--- src/verilog/tcs_pkg.sv ---
// Purpose: shared constants and types for the transmit cell / SPE configuration block
// Assumes: 8-bit registers on Avalon-MM, register index times four is the byte address
// Notes:   every offset, field position, reset value and pattern is named once here
package tcs_pkg;

    // register indices; the byte address is four times the index
    localparam logic [7:0] TCS_IDX_GFC_CTRL    = 8'h67;
    localparam logic [7:0] TCS_IDX_PHY_ID      = 8'h68;
    localparam int         TCS_ADDR_W          = 10;

    // control register field positions
    localparam int TCS_GFC_EN_HI      = 7;
    localparam int TCS_GFC_EN_LO      = 4;
    localparam int TCS_FIX_STUFF_BIT  = 3;
    localparam int TCS_H4_DIS_BIT     = 2;
    localparam int TCS_PAT_SEL_HI     = 1;
    localparam int TCS_PAT_SEL_LO     = 0;

    // identity register field positions; bits 7:2 reserved and read as zero
    localparam int TCS_PHY_ID_HI      = 1;
    localparam int TCS_PHY_ID_LO      = 0;

    // reset values
    localparam logic [7:0] TCS_RST_GFC_CTRL = 8'h00;
    localparam logic [1:0] TCS_RST_PHY_ID   = 2'h0;

    // fixed stuff columns of the STS-1 payload envelope
    localparam logic [6:0] TCS_STUFF_COL_A  = 7'h1e; // column 30
    localparam logic [6:0] TCS_STUFF_COL_B  = 7'h3b; // column 59

    // stuff byte patterns by select code
    localparam logic [7:0] TCS_PAT_00       = 8'h00;
    localparam logic [7:0] TCS_PAT_01       = 8'h55;
    localparam logic [7:0] TCS_PAT_10       = 8'haa;
    localparam logic [7:0] TCS_PAT_11       = 8'hff;

    // value sent in place of the calculated path overhead byte
    localparam logic [7:0] TCS_H4_OFF_VAL   = 8'h00;

    // one byte of the outgoing payload stream with its position tags
    typedef struct packed {
        logic [7:0] data;     // payload byte or calculated overhead value
        logic [6:0] col;      // envelope column, 1 based
        logic       is_h4;    // byte sits in the H4 position
        logic       is_hdr1;  // first header byte of a cell, GFC in bits 7:4
    } tcs_byte_s;

    // decoded configuration handed to the byte path
    typedef struct packed {
        logic [3:0] gfc_insert_enable;
        logic       fixed_stuff_enable;
        logic       h4_insert_disable;
        logic [1:0] stuff_pattern_select;
    } tcs_cfg_s;

endpackage : tcs_pkg

--- src/verilog/tcs_top.sv ---
// Purpose: transmit cell configuration registers and the byte path they steer
// Assumes: one 200 MHz clock, synchronous active-high reset, Avalon-MM slave bus
// Notes:   GFC and UTOPIA address pins are synchronised before use
`timescale 1ns/100ps
module tcs_top
    import tcs_pkg::*;
#(
    parameter logic [7:0] P_RST_GFC_CTRL = TCS_RST_GFC_CTRL // control reset value
)
(
    input  wire logic                  i_clk,              // 200 MHz system clock
    input  wire logic                  i_reset,            // synchronous, active high
    // avalon-mm slave
    input  wire logic [TCS_ADDR_W-1:0] i_avs_address,      // byte address
    input  wire logic                  i_avs_read,         // read request
    input  wire logic                  i_avs_write,        // write request
    input  wire logic [7:0]            i_avs_writedata,    // write data
    output logic [7:0]                 o_avs_readdata,     // read data, registered
    output logic                       o_avs_waitrequest,  // stall while request pending
    // transmit byte stream from the framer
    input  wire logic                  i_byte_valid,       // one byte this cycle
    input  wire tcs_byte_s             i_byte,             // tagged byte
    input  wire logic                  i_sts1_mode,        // envelope is STS-1
    output logic                       o_byte_valid,       // registered valid
    output logic [7:0]                 o_byte_data,        // registered byte
    // external pins
    input  wire logic [3:0]            i_gfc_serial_in,    // external GFC bits, async
    input  wire logic [1:0]            i_utp_tx_addr,      // UTOPIA transmit address, async
    input  wire logic                  i_multi_phy,        // multi-PHY mode strap level
    output logic                       o_utp_tx_drive_en,  // transmit UTOPIA outputs active
    // configuration view
    output logic [1:0]                 o_tx_phy_identity   // programmed identity
);

    // register state
    logic [7:0] gfc_ctrl_ff;          // control register
    logic [7:0] nxt_gfc_ctrl;         // next control value
    logic [1:0] phy_id_ff;            // transmit PHY identity
    logic [1:0] nxt_phy_id;           // next identity value

    // bus handshake state
    logic       ack_ff;               // one-cycle acknowledge
    logic [7:0] rdata_ff;             // captured read data
    logic [7:0] nxt_rdata;            // read mux result
    logic       req;                  // a read or write is presented
    logic       take;                 // request completes at this edge
    logic [7:0] req_idx;              // register index of the request
    logic       idx_ok;               // address is word aligned

    // synchronisers
    logic [3:0] gfc_meta_ff;          // first stage, read only by second
    logic [3:0] gfc_sync_ff;          // synchronised GFC bits
    logic [1:0] addr_meta_ff;         // first stage, read only by second
    logic [1:0] addr_sync_ff;         // synchronised UTOPIA address
    logic       multi_meta_ff;        // first stage, read only by second
    logic       multi_sync_ff;        // synchronised mode level

    // byte path
    tcs_cfg_s   cfg;                  // decoded configuration
    logic [7:0] mux_data;             // substituted byte
    logic       valid_ff;             // output valid
    logic [7:0] data_ff;              // output byte
    logic       drive_ff;             // registered UTOPIA drive enable
    logic       nxt_drive;            // next drive enable

    // index decode used by both read and write paths
    function automatic logic hit(input logic [7:0] idx, input logic ok, input logic [7:0] want);
        hit = ok && (idx == want);
    endfunction : hit

    // a request is seen; taken on the edge after the acknowledge rises
    assign req     = i_avs_read || i_avs_write;
    assign take    = req && ack_ff;
    assign req_idx = i_avs_address[TCS_ADDR_W-1:2];
    assign idx_ok  = (i_avs_address[1:0] == 2'h0);

    // waitrequest high on the first cycle of every request, low on the second
    assign o_avs_waitrequest = req && !ack_ff;

    // acknowledge pulse: one cycle, never two in a row so each request is taken once
    always_ff @(posedge i_clk)
    begin
        if (i_reset)
        begin
            // no request can be half served across a reset
            ack_ff <= 1'b0;
        end
        else
        begin
            // rises one cycle into a request, falls on the take edge
            ack_ff <= req && !ack_ff;
        end
    end

    // control register write path
    always_comb
    begin
        // hold unless a write is taken
        nxt_gfc_ctrl = gfc_ctrl_ff;
        if (take && i_avs_write && hit(req_idx, idx_ok, TCS_IDX_GFC_CTRL))
        begin
            // all eight control bits are writable
            nxt_gfc_ctrl = i_avs_writedata;
        end
    end

    // identity register write path; reserved bits are not stored
    always_comb
    begin
        // hold unless a write is taken
        nxt_phy_id = phy_id_ff;
        if (take && i_avs_write && hit(req_idx, idx_ok, TCS_IDX_PHY_ID))
        begin
            // only the two identity bits are stored
            nxt_phy_id = i_avs_writedata[TCS_PHY_ID_HI:TCS_PHY_ID_LO];
        end
    end

    // control register
    always_ff @(posedge i_clk)
    begin
        if (i_reset)
        begin
            // default is a parameter so a board can pick its own
            gfc_ctrl_ff <= P_RST_GFC_CTRL;
        end
        else
        begin
            // follow the write path
            gfc_ctrl_ff <= nxt_gfc_ctrl;
        end
    end

    // identity register
    always_ff @(posedge i_clk)
    begin
        if (i_reset)
        begin
            // identity zero after reset
            phy_id_ff <= TCS_RST_PHY_ID;
        end
        else
        begin
            // follow the write path
            phy_id_ff <= nxt_phy_id;
        end
    end

    // read mux; unmapped or unaligned addresses read as zero
    always_comb
    begin
        nxt_rdata = 8'h00;
        if (hit(req_idx, idx_ok, TCS_IDX_GFC_CTRL))
        begin
            // control register as stored
            nxt_rdata = gfc_ctrl_ff;
        end
        else if (hit(req_idx, idx_ok, TCS_IDX_PHY_ID))
        begin
            // reserved bits read as zero
            nxt_rdata = {6'h00, phy_id_ff};
        end
        else
        begin
            // unmapped: answered normally, data zero
            nxt_rdata = 8'h00;
        end
    end

    // read data captured in the waitrequest cycle so it stands at the take edge
    always_ff @(posedge i_clk)
    begin
        if (i_reset)
        begin
            // nothing captured yet
            rdata_ff <= 8'h00;
        end
        else if (i_avs_read && !ack_ff)
        begin
            // sampled once per read, in its waitrequest cycle
            rdata_ff <= nxt_rdata;
        end
    end

    assign o_avs_readdata = rdata_ff;

    // two-flop synchroniser for the GFC pins
    always_ff @(posedge i_clk)
    begin
        if (i_reset)
        begin
            // pins count as zero until the first clean edges
            gfc_meta_ff <= 4'h0;
            gfc_sync_ff <= 4'h0;
        end
        else
        begin
            // first stage may go metastable; only the second reads it
            gfc_meta_ff <= i_gfc_serial_in;
            gfc_sync_ff <= gfc_meta_ff;
        end
    end

    // two-flop synchroniser for the UTOPIA address and mode level
    always_ff @(posedge i_clk)
    begin
        if (i_reset)
        begin
            // address zero and single-PHY until pins are sampled
            addr_meta_ff  <= 2'h0;
            addr_sync_ff  <= 2'h0;
            multi_meta_ff <= 1'b0;
            multi_sync_ff <= 1'b0;
        end
        else
        begin
            // each bit is synchronised alone; a changing address may skew a cycle
            addr_meta_ff  <= i_utp_tx_addr;
            addr_sync_ff  <= addr_meta_ff;
            multi_meta_ff <= i_multi_phy;
            multi_sync_ff <= multi_meta_ff;
        end
    end

    // field decode into the configuration carrier
    assign cfg.gfc_insert_enable    = gfc_ctrl_ff[TCS_GFC_EN_HI:TCS_GFC_EN_LO];
    assign cfg.fixed_stuff_enable   = gfc_ctrl_ff[TCS_FIX_STUFF_BIT];
    assign cfg.h4_insert_disable    = gfc_ctrl_ff[TCS_H4_DIS_BIT];
    assign cfg.stuff_pattern_select = gfc_ctrl_ff[TCS_PAT_SEL_HI:TCS_PAT_SEL_LO];

    // byte substitution
    tcs_byte_mux u_mux
    (
        .i_byte      (i_byte),
        .i_cfg       (cfg),
        .i_sts1_mode (i_sts1_mode),
        .i_gfc       (gfc_sync_ff),
        .o_data      (mux_data)
    );

    // output byte register; one cycle latency, config changes apply next byte
    always_ff @(posedge i_clk)
    begin
        if (i_reset)
        begin
            // no byte pending after reset
            valid_ff <= 1'b0;
            data_ff  <= 8'h00;
        end
        else
        begin
            // valid follows the input one cycle late
            valid_ff <= i_byte_valid;
            if (i_byte_valid)
            begin
                data_ff <= mux_data;
            end
        end
    end

    assign o_byte_valid = valid_ff;
    assign o_byte_data  = data_ff;

    // drive enable decision; the identity only matters in multi-PHY mode
    always_comb
    begin
        if (multi_sync_ff)
        begin
            // multi-PHY: answer only to our own address
            nxt_drive = (addr_sync_ff == phy_id_ff);
        end
        else
        begin
            // single-PHY: always selected, identity unused
            nxt_drive = 1'b1;
        end
    end

    // registered drive enable; the synchroniser adds latency the ATM side must allow
    always_ff @(posedge i_clk)
    begin
        if (i_reset)
        begin
            // outputs quiet while in reset
            drive_ff <= 1'b0;
        end
        else
        begin
            // registered so the enable never glitches on the pins
            drive_ff <= nxt_drive;
        end
    end

    assign o_utp_tx_drive_en = drive_ff;
    assign o_tx_phy_identity = phy_id_ff;

endmodule : tcs_top

--- src/verilog/tcs_byte_mux.sv ---
// Purpose: per-byte substitution for the transmit envelope (GFC, stuff, H4)
// Assumes: purely combinational; caller registers the result
// Notes:   stuff columns win over GFC because a stuff column never carries a header
`timescale 1ns/100ps
module tcs_byte_mux
    import tcs_pkg::*;
(
    input  wire tcs_byte_s i_byte,      // incoming tagged byte
    input  wire tcs_cfg_s  i_cfg,       // current configuration
    input  wire logic      i_sts1_mode, // envelope is STS-1
    input  wire logic [3:0] i_gfc,      // synchronised external GFC bits
    output logic [7:0]     o_data       // byte to transmit
);

    // select code to stuff byte
    function automatic logic [7:0] stuff_byte(input logic [1:0] sel);
        unique case (sel)
            2'h0: stuff_byte = TCS_PAT_00;
            2'h1: stuff_byte = TCS_PAT_01;
            2'h2: stuff_byte = TCS_PAT_10;
            2'h3: stuff_byte = TCS_PAT_11;
        endcase
    endfunction : stuff_byte

    logic       is_stuff_col; // byte lies in a fixed stuff column
    logic [3:0] hdr_gfc;      // GFC nibble after per-bit merge

    assign is_stuff_col = (i_byte.col == TCS_STUFF_COL_A) || (i_byte.col == TCS_STUFF_COL_B);

    // each enabled bit takes the external value, others keep the cell's own bit
    assign hdr_gfc = (i_gfc & i_cfg.gfc_insert_enable)
                   | (i_byte.data[7:4] & ~i_cfg.gfc_insert_enable);

    // substitution priority: stuff column, H4 position, cell header, plain payload
    always_comb
    begin
        o_data = i_byte.data;
        if (i_sts1_mode && i_cfg.fixed_stuff_enable && is_stuff_col)
        begin
            o_data = stuff_byte(i_cfg.stuff_pattern_select);
        end
        else if (i_byte.is_h4 && i_cfg.h4_insert_disable)
        begin
            o_data = TCS_H4_OFF_VAL;
        end
        else if (i_byte.is_hdr1)
        begin
            o_data = {hdr_gfc, i_byte.data[3:0]};
        end
        else
        begin
            // no substitution: plain payload passes, including columns 30 and 59 when stuff is off
            o_data = i_byte.data;
        end
    end

endmodule : tcs_byte_mux

--- config.mk ---
export PLATFORM = sky130hd
export DESIGN_NAME = tcs_top
export DESIGN_NICKNAME = d
export VERILOG_FILES = /design/src/verilog/tcs_pkg.sv /design/src/verilog/tcs_top.sv /design/src/verilog/tcs_byte_mux.sv
export SDC_FILE = /design/constraint.sdc
export NUM_CORES = 1
export LEC_CHECK = 0
export ABC_AREA = 1
export BUFFER_PORTS_ARGS = -buffer_cell sky130_fd_sc_hd__buf_2
export CELL_PAD_IN_SITES_DETAIL_PLACEMENT = 0
export CELL_PAD_IN_SITES_GLOBAL_PLACEMENT = 1
export CORE_MARGIN = 2
export CORE_UTILIZATION = 36
export DETAILED_ROUTE_END_ITERATION = 16
export PLACE_DENSITY = 0.83
export REMOVE_ABC_BUFFERS = 1
export SLEW_MARGIN = 20
export SYNTH_ARGS = -nofsm -noshare
export SYNTH_HDL_FRONTEND = slang
export SYNTH_SLANG_ARGS = --single-unit
--- constraint.sdc ---
create_clock -name i_clk -period 2.3 [get_ports i_clk]
set_input_delay 0.46 -clock i_clk [delete_from_list [all_inputs] [get_ports i_clk]]
set_output_delay 0.46 -clock i_clk [all_outputs]
set_load 0.01 [all_outputs]
## After elaboration in Yosys (flattened, before gate mapping)

Index checks and enable logic that the tools add are counted.

| cells by class | value |
|---|---|
| equality and inequality tests | 8 |
| muxes and demuxes | 7 |
| bitwise gates (word level) | 4 |
| reduce and logical (&&, ||, !) cells | 16 |

Operators by type and width:

| cell | count |
|---|---|
| two-way mux 8 bit | 4 |
| case mux 8 bit (4 select lines) | 1 |
| == test 8 x 7 -> 1 bit (second input constant) | 2 |
| logical AND 1 bit | 11 |
| bitwise AND 4 bit | 2 |
| == test 7 x 5 -> 1 bit (second input constant) | 1 |
| == test 7 x 6 -> 1 bit (second input constant) | 1 |
| == test 2 bit (second input constant) | 2 |
| logical NOT 2 bit | 2 |
| inverter 4 bit | 1 |
| bitwise OR 4 bit | 1 |
| == test 2 x 1 -> 1 bit (second input constant) | 1 |
| == test 2 bit | 1 |
| logical OR 1 bit | 2 |
| two-way mux 2 bit | 1 |
| logical NOT 1 bit | 1 |
| two-way mux 1 bit | 1 |

| word-level totals | value |
|---|---|
| bits in registers | 43 |
| word-level logic and storage cells | 48 |

## Depth between registers and ports, before layout

Gate-level depths: netlist of the first run.

| depth | value |
|---|---|
| depth in word-level cells | 6 |
| gate-level depth with buffers | 8 |
| gate-level depth less buffers | 8 |

## Cells and area by module

A second synthesis of the first run with hierarchy kept.

| second synthesis, totals | value |
|---|---|
| cells, all modules | 279 |
| area total of the unflattened synthesis | 1,900.6 um^2 |

By module, submodules not included:

| module | times used | cells an instance | area each (um^2) | seq. area each (um^2) |
|---|---|---|---|---|
| tcs_top | 1 | 218 | 1,650.3 | 860.8 |
| tcs_byte_mux | 1 | 61 | 250.2 | 0.0 |

## Worst setup path before layout of the first run

Ideal clock, no wire load.

| timing path | value |
|---|---|
| path type | in2reg |
| start | input i_avs_address[6] |
| end | register phy_id_ff[0], in the netlist o_tx_phy_identity[0] |
| arrival time | 1.104 ns |
| required time | 2.168 ns |
| path slack | 1.063 ns |
| stages on the path | 6 |
| cells stage by stage | nor2_2 -> nand3_4 -> nor2_2 -> nand2_1 -> nand2_1 -> a21oi_1 |

| on the way | value |
|---|---|
| longest elaborated chain between the ends | 3 |

Ends and longest elaborated chain:

| item | line | RTL |
|---|---|---|
| start: declaration | tcs_top.sv:14 | `input wire logic [TCS_ADDR_W-1:0] i_avs_address,` |
| == test 8 x 7 -> 1 bit | tcs_top.sv:68 | `hit = ok && (idx == want);` |
| logical AND 1 bit | tcs_top.sv:68 |  |
| logical AND 1 bit | tcs_top.sv:112 | `if (take && i_avs_write && hit(req_idx, idx_ok, TCS_IDX_PHY_ID))` |
| end signal: assignment | tcs_top.sv:145 | `phy_id_ff <= nxt_phy_id;` |
| end: declaration | tcs_top.sv:38 | `logic [1:0] phy_id_ff;` |

No other way between the ends.
A chain may end at the register's enable or synchronous reset.

## Worst setup path after layout of the first run

| timing path | value |
|---|---|
| start | register ack_ff |
| end | output o_avs_waitrequest |

| on the way | value |
|---|---|
| longest elaborated chain between the ends | 2 |

Ends and longest elaborated chain:

| item | line | RTL |
|---|---|---|
| start: declaration | tcs_top.sv:42 | `logic ack_ff;` |
| start signal: assignment | tcs_top.sv:91 | `ack_ff <= req && !ack_ff;` |
| logical NOT 1 bit | tcs_top.sv:78 | `assign o_avs_waitrequest = req && !ack_ff;` |
| logical AND 1 bit | tcs_top.sv:78 |  |
| end: declaration | tcs_top.sv:19 | `output logic o_avs_waitrequest,` |

No other way between the ends.

==> metrics.txt, run 1 <==
vias in the first global route 1590; CP Capture Type output pin; global-route wire length before repair 6700 um; wire length per cell 9.82 um; FMAX 741 MHz; ANT cells 0; Hold Path Class input port to register; initial core utilization 37.3%; Synth Register Bits 43; Cell Chain, Critical Path nor2_1 > buf_2; CTS tree done; post-synthesis cell area 0.00189 mm^2; Worst Path Arrival 0.89 ns; top_reg_cell synth dfxtp_1; period utilization 58.7%; post-CTS sizing 0; Setup Fix Bufs, Post-CTS 0; R2R Path Start ack_ff; Mean Syn Cell Area 7.17 um^2; TritonCTS buffer count 5; largest cells by area after synthesis dfxtp_1 45%, nor2_1 11%, nand2_1 8.7%, inv_1 7.1%, a21oi_1 4.5%; num ports 69; fraction of registers with async set/reset 0%; Max Cap Viol 0; Hold Crit Start i_gfc_serial_in[2]; largest fanout on the critical path 4; Worst Path Required 1.84 ns; via/cell ratio 4.37; Layout fillers 573; Post-CTS Hold Buffers 0; YS warnings 0; Rel. slew slack 62.2%; Tot GR Track Use 14.0%; die height 76.5 um; Port Buffer Count 68; die width 76.5 um; Leak 0.00120 uW; Netlist cell types 22; r2r worst-path depth 3; sequential share of the synthesized area 45.5%; post-layout minimum cycle time 1.35 ns; CP Class register to output pin; Mapped Cells 264; drt drc 0; area grow syn2layout 25.8%; count leader, synth nor2_1; pwr dens 620 mW/mm^2; setup tns final 0 ns; H-tree levels 2; GPL Wtd Cong 0.769; initial antenna violation count 0; initial drt markers 70; R2R setup slack 1.11 ns; cell row count 26; post-synth top area share 45.5%; Crit-path slowest cell dfxtp_1; layout cells sized above 1 27.1%; final hold viol count 0; Hold Slack 0.355 ns; dpl hpwl 3020 um; Yosys top cell by area dfxtp_1; # nets final 379; Max IR drop VDD 440 uV; worst-skew pair later-pin latency 0.29 ns; Max clock buf depth 2; setup violators final 0; Critical R2R Capture o_avs_readdata[4]; gr ovfl total 0; critical path startpoint category register; CORE AREA 0.00507 mm^2; Worst path max stage delay 0.40 ns; top cells by count, synth 56 x nor2_1, 44 x nand2_1, 43 x dfxtp_1; RSZ-0062 raised after global routing no; Hold Path Depth 3; Clock Skews 0.00638 ns; largest net degree at the start of global routing 23; die area 0.00585 mm^2; clock sinks 43; Final Max Slew Viols 0; DRT Wirelength 3950 um; total number of vias 1758; WHS Endpoint gfc_meta_ff[2]; root buffer cell clkbuf_8; clock slew at reported path FFs 0.09 ns; status finished, final reports clean; Post-synth EDFFs 0; Detail Route Antenna Nets 0; worst-margin pin slew 0.567 ns; drt pass-1 iters 4
==> how the worst max path moves through the flow <==
stage	start	to	slack, ns	cells after the start
final	ack_ff	o_avs_waitrequest	0.95	2
after global routing	i_reset	o_avs_readdata[2]	0.84	4
after CTS	ack_ff	o_avs_waitrequest	0.94	2
after detailed placement	i_reset	o_avs_readdata[4]	0.71	4
after global placement	i_reset	o_avs_readdata[6]	0.75	4
after floorplan	i_avs_address[6]	cfg[0]	1.07	5
==> power breakdown <==
part / internal (uW) / leakage, uW / switching [uW]
registers: 778 / 0.000354 / 13.4
logic: 78.2 / 0.000793 / 104
clock network: 225 / 0.0000495 / 279
==> critical path, delay by kind of cell, from the launching register on <==
kind	cells	cell delay, ns
buf+inv	1	0.13
flops	1	0.40
simple gates	1	0.06
==> cell families after synthesis <==
family,synth area share (%)
AND/OR/NAND/NOR,36.3
XOR/XNOR,0.925
flip-flops,45.5
AO/OA/AOI/OAI,8.20
buffers and inverters,9.12
==> sequential cells by signal, indices dropped and copies added, names as in the netlist <==
signal             flops
ack_ff                 1
cfg                    8
multi_meta_ff          1
o_utp_tx_drive_en      1
o_byte_valid           1
addr_sync_ff           2
gfc_meta_ff            4
gfc_sync_ff            4
o_byte_data            8
o_tx_phy_identity      2
o_avs_readdata         8
addr_meta_ff           2
multi_sync_ff          1
==> final cells by class <==
| class | count | area, um^2 | area share, % |
|---|---|---|---|
| well taps | 70 | 87.6 | 3.68 |
| flip-flops and latches | 43 | 861 | 36.1 |
| multi-input cells | 176 | 860 | 36.1 |
| clock inverters | 3 | 26.3 | 1.10 |
| repair buffers | 68 | 340 | 14.3 |
| inverters | 37 | 139 | 5.83 |
| clock buffers | 5 | 68.8 | 2.89 |
==> cells in the final DEF, fill, tap and decap left out, drive strengths merged <==
cell,instances
nand2,47
nor2b,1
xnor2,2
nand3b,6
nor3,2
nor2,64
o21ai,14
dfxtp,43
inv,40
a21oi,17
nand3,13
nand4,10
clkbuf,5
buf,68
==> stage by stage <==
step / area (um^2) / power, uW / utilization [%] / cells / worst slack [ns]
finish: 2380 / 1480 / 46.9 / 402 / 0.950
global route: 2380 / 1560 / 46.9 / 402 / 0.838
CTS: 2380 / 1500 / 46.9 / 402 / 0.936
detailed placement: 2290 / 993 / 45.1 / 394 / 0.709
global placement: 2290 / 991 / 45.1 / 394 / 0.747
floorplan: 1860 / 901 / - / 256 / 1.07
==> layer usage <==
layer | vias to the layer above | wire [um] | global-route usage [%] | share of wire [%]
li1 | 962 | - | - | -
met1 | 745 | 1790 | 16.9 | 45
met2 | 49 | 1870 | 23.8 | 47
met3 | 2 | 259 | 3.91 | 6.6
met4 | 0 | 27 | 5.45 | 0.68
met5 | - | 0 | 0 | 0
(Power assumes the default switching activity.)
==> run 2, diff against run 1 <==
--- a/config.mk
+++ b/config.mk
@@ -10,9 +10,9 @@
 export CELL_PAD_IN_SITES_DETAIL_PLACEMENT = 0
 export CELL_PAD_IN_SITES_GLOBAL_PLACEMENT = 1
 export CORE_MARGIN = 2
-export CORE_UTILIZATION = 36
+export CORE_UTILIZATION = 34
 export DETAILED_ROUTE_END_ITERATION = 16
-export PLACE_DENSITY = 0.83
+export PLACE_DENSITY = 0.79
 export REMOVE_ABC_BUFFERS = 1
 export SLEW_MARGIN = 20
 export SYNTH_ARGS = -nofsm -noshare
==> constraint.sdc (replaced) <==
create_clock -name i_clk -period 1.35 [get_ports i_clk]
set_input_delay 0.27 -clock i_clk [delete_from_list [all_inputs] [get_ports i_clk]]
set_output_delay 0.27 -clock i_clk [all_outputs]
set_load 0.01 [all_outputs]
==> metrics.txt, run 2 (synthesized netlist as in run 1, its figures left out) <==
Hold Path Class input port to register; Worst Path Arrival 0.89 ns; initial antenna violation count 0; # nets final 382; CORE AREA 0.00544 mm^2; drt pass-1 iters 4; GPL Wtd Cong 0.758; Hold Slack 0.175 ns; dpl hpwl 3160 um; drt drc 0; pwr dens 1110 mW/mm^2; critical path startpoint category register; Port Buffer Count 68; post-layout minimum cycle time 1.16 ns; largest fanout on the critical path 4; DRT Wirelength 4130 um; setup violators final 0; placed instance count 399; Setup Fix Bufs, Post-CTS 0; Tot GR Track Use 14.0%; gr ovfl total 0; final hold viol count 0; RSZ-0062 raised after global routing no; period utilization 85.7%; layout cells sized above 1 27.8%; cell row count 27; H-tree levels 2; ANT cells 0; worst setup margin 0.193 ns; setup tns final 0 ns; Max IR drop VDD 595 uV; Rel. slew slack 76.9%; status finished, final reports clean; Worst Path Required 1.08 ns; clock sinks 43; worst-margin pin slew 0.346 ns; CP Capture Type output pin; area grow syn2layout 28.4%; post-route insts no fill 407; die width 78.6 um; via/cell ratio 4.22; vias in the first global route 1615; Detail Route Antenna Nets 0; pre-CTS WS 0.0645 ns; r2r worst-path depth 6; global-route wire length before repair 6870 um; root buffer cell clkbuf_8; initial core utilization 34.8%; CP Class register to output pin; worst-skew pair later-pin latency 0.29 ns; clock slew at reported path FFs 0.08 ns; initial drt markers 67; Leak 0.00122 uW; Max clock buf depth 2; Clock Skews 0.00755 ns; largest net degree at the start of global routing 23; num ports 69; die area 0.00618 mm^2; CTS tree done; Final Max Slew Viols 0; Hold Path Depth 3; Max Cap Viol 0; total number of vias 1716; most common cell after layout, fill and taps aside buf_2; die height 78.6 um; post-CTS sizing 0; wire length per cell 10.1 um; TritonCTS buffer count 5; commonest cells after routing, fill and taps aside 68 x buf_2, 56 x nor2_1, 44 x nand2_1; FMAX 865 MHz; Post-CTS Hold Buffers 0
[run 2: changes by cell type in the layout (fill, tap and decap cells not counted)]
cell       change
bufinv_16      +1
buf_4          +3
inv_6          -3
clkinv_2       +1
clkbuf_8       +1
[run 2: power breakdown]
group | internal (uW) | leakage (uW) | total [uW] | switching, uW
clock | 598 | 0.0000612 | 1030 | 431
combinational | 140 | 0.000807 | 319 | 179
sequential | 1330 | 0.000354 | 1350 | 23.1
[run 2: critical path: stages, from the launching register on]
cell,delay (ns)
dfxtp_1,0.40
nor2_1,0.06
buf_2,0.13
[run 2: path summary, 6_finish.rpt]
check / from / end / slack, ns
hold / removal: i_multi_phy / multi_meta_ff / 0.17
setup / recovery: ack_ff / o_avs_waitrequest / 0.19
hold reg to reg: gfc_meta_ff[3] / gfc_sync_ff[3] / 0.40
setup reg to reg: cfg[3] / o_byte_data[6] / 0.22
[run 2: area by class of cell]
cell class | count | area, um^2
timing repair buffer | 71 | 363
fill | 598 | 3010
sequential | 43 | 861
tap | 72 | 90.1
clock inverter | 2 | 35.0
inverter | 37 | 139
multi-input combinational | 176 | 860
clock buffer | 6 | 82.6
[run 2: layer usage]
metal  track usage, %  part of all wire, %  up-vias
li1                 -                    -      960
met1             16.3                   46      718
met2             24.4                   48       38
met3             4.83                  5.9        0
met4             3.51                    0        0
met5                0                    0        -
[run 2: through the flow]
stage | power, uW | util, % | area, um^2
detailed placement | 1700 | 42.5 | 2310
CTS | 2730 | 44.7 | 2430
global placement | 1700 | 42.5 | 2310
global route | 2850 | 44.7 | 2430
floorplan | 1540 | - | 1860
finish | 2700 | 44.7 | 2430
==> run 3, diff against run 2 <==
--- a/config.mk
+++ b/config.mk
@@ -10,9 +10,10 @@
 export CELL_PAD_IN_SITES_DETAIL_PLACEMENT = 0
 export CELL_PAD_IN_SITES_GLOBAL_PLACEMENT = 1
 export CORE_MARGIN = 2
-export CORE_UTILIZATION = 34
+export CORE_UTILIZATION = 35
+export CTS_BUF_LIST = sky130_fd_sc_hd__clkbuf_2
 export DETAILED_ROUTE_END_ITERATION = 16
-export PLACE_DENSITY = 0.79
+export PLACE_DENSITY = 0.81
 export REMOVE_ABC_BUFFERS = 1
 export SLEW_MARGIN = 20
 export SYNTH_ARGS = -nofsm -noshare
==> metrics.txt, run 3 (synthesized netlist as in run 1, its figures left out) <==
DRT Wirelength 4080 um; Worst Path Required 1.08 ns; ANT cells 0; setup violators final 0; final hold viol count 0; Layout fillers 546; final core occ 46.2%; FMAX 796 MHz; vias in the first global route 1548; drt drc 0; worst-margin pin slew 0.357 ns; TritonCTS buffer count 5; Detail Route Antenna Nets 0; Clock Skews 0.00908 ns; area grow syn2layout 26.2%; initial core utilization 36.6%; GPL Wtd Cong 0.779; R2R setup slack 0.21 ns; Final Max Slew Viols 0; num ports 69; Hold Slack 0.0421 ns; drt pass-1 iters 4; initial antenna violation count 0; largest fanout on the critical path 4; largest net degree at the start of global routing 23; CP Launch Point ack_ff; # nets final 384; RSZ-0062 raised after global routing no; period utilization 93.1%; CP Class register to output pin; CORE AREA 0.00517 mm^2; Leak 0.00120 uW; worst-skew pair later-pin latency 0.40 ns; buffers and inverters on the worst path 1; Rel. slew slack 76.1%; commonest cells after routing, fill and taps aside 67 x buf_2, 55 x nor2_1, 44 x nand2_1; clock slew at reported path FFs 0.20 ns; Worst path max stage delay 0.41 ns; Max Cap Viol 0; H-tree levels 2; dpl hpwl 3080 um; CTS tree done; cell row count 26; initial drt markers 44; Hold Path Class input port to register; die width 77.5 um; clock sinks 43; R2R Path Start cfg[3]; Crit-path slowest cell dfxtp_4; crit-path leading delay family flip-flops; via/cell ratio 4.29; Max clock buf depth 2; total number of vias 1747; CP Capture Type output pin; most common cell after layout, fill and taps aside buf_2; layout cells sized above 1 28.2%; die height 77.5 um; Cell Chain, Critical Path nor2_4 > buf_6; setup tns final 0 ns; global-route wire length before repair 6740 um; Port Buffer Count 68; Tot GR Track Use 14.2%; critical path startpoint category register; Worst Path Arrival 0.99 ns; die area 0.00601 mm^2; post-layout minimum cycle time 1.26 ns; root buffer cell clkbuf_2; status finished, final reports clean; Setup Fix Bufs, Post-CTS 0; wire length per cell 10.0 um; Hold Crit Start i_gfc_serial_in[2]; gr ovfl total 0; pwr dens 923 mW/mm^2; Max IR drop VDD 453 uV
## run 3: cell types whose count changed in the layout (fill, tap and decap cells not counted), sizes merged
cell	change
dlygate4sd3	+2
bufinv	-1
clkinv	+1
clkbuf	-1
clkinvlp	+1
## run 3: where the power goes
| part | leakage, uW | switching [uW] | internal [uW] | total [uW] |
|---|---|---|---|---|
| clock | 0.0000241 | 410 | 115 | 525 |
| sequential | 0.000356 | 23.2 | 1330 | 1350 |
| combinational | 0.000819 | 181 | 148 | 329 |
## run 3: what timing repair did
| action | in CTS | in global routing |
|---|---|---|
| hold buffers | 0 | 2 |
| gates resized for setup | 0 | 7 |
| setup endpoints to repair | 0 | 3 |
| endpoints found under the hold margin | 0 | 2 |
## run 3: metrics by stage
step | area [um^2] | total power [uW] | std cells | setup slack, ns
after global placement | 2310 | 1700 | 397 | 0.0983
after global routing | 2390 | 2350 | 407 | 0.0172
after floorplan | 1860 | 1540 | 256 | 0.314
after CTS | 2350 | 2230 | 405 | 0.0111
after detailed placement | 2310 | 1700 | 397 | 0.0665
final | 2390 | 2210 | 407 | 0.0937
## run 3: path summary, 6_finish.rpt
check,end,depth (start not counted)
hold reg to reg,addr_sync_ff[0],2
hold / removal,gfc_meta_ff[2],3
setup reg to reg,o_byte_data[6],6
setup / recovery,o_avs_waitrequest,2
## run 3: cell type report
| type | instances | area, um^2 | area share (%) |
|---|---|---|---|
| flip-flops and latches | 43 | 867 | 36.3 |
| multi-input cells | 176 | 867 | 36.3 |
| repair buffers | 73 | 389 | 16.3 |
| inverters | 37 | 139 | 5.81 |
| well taps | 70 | 87.6 | 3.66 |
| clock buffers | 5 | 25.0 | 1.05 |
| clock inverters | 3 | 15.0 | 0.628 |
## run 3: worst register-to-register path, stage by stage (launching register included)
cell     delay, ns
dfxtp_1       0.39
nand2_1       0.11
nor2_4        0.24
nand3_1       0.10
nand2_1       0.13
nor2_1        0.06
nor2_1        0.08
## run 3: routing by layer
layer  global-route usage (%)  vias up  share of wire, %
li1                         -      967                 -
met1                     16.6      740                47
met2                     24.3       33                47
met3                     3.14        7               3.8
met4                     6.96        0               1.9
met5                        0        -                 0
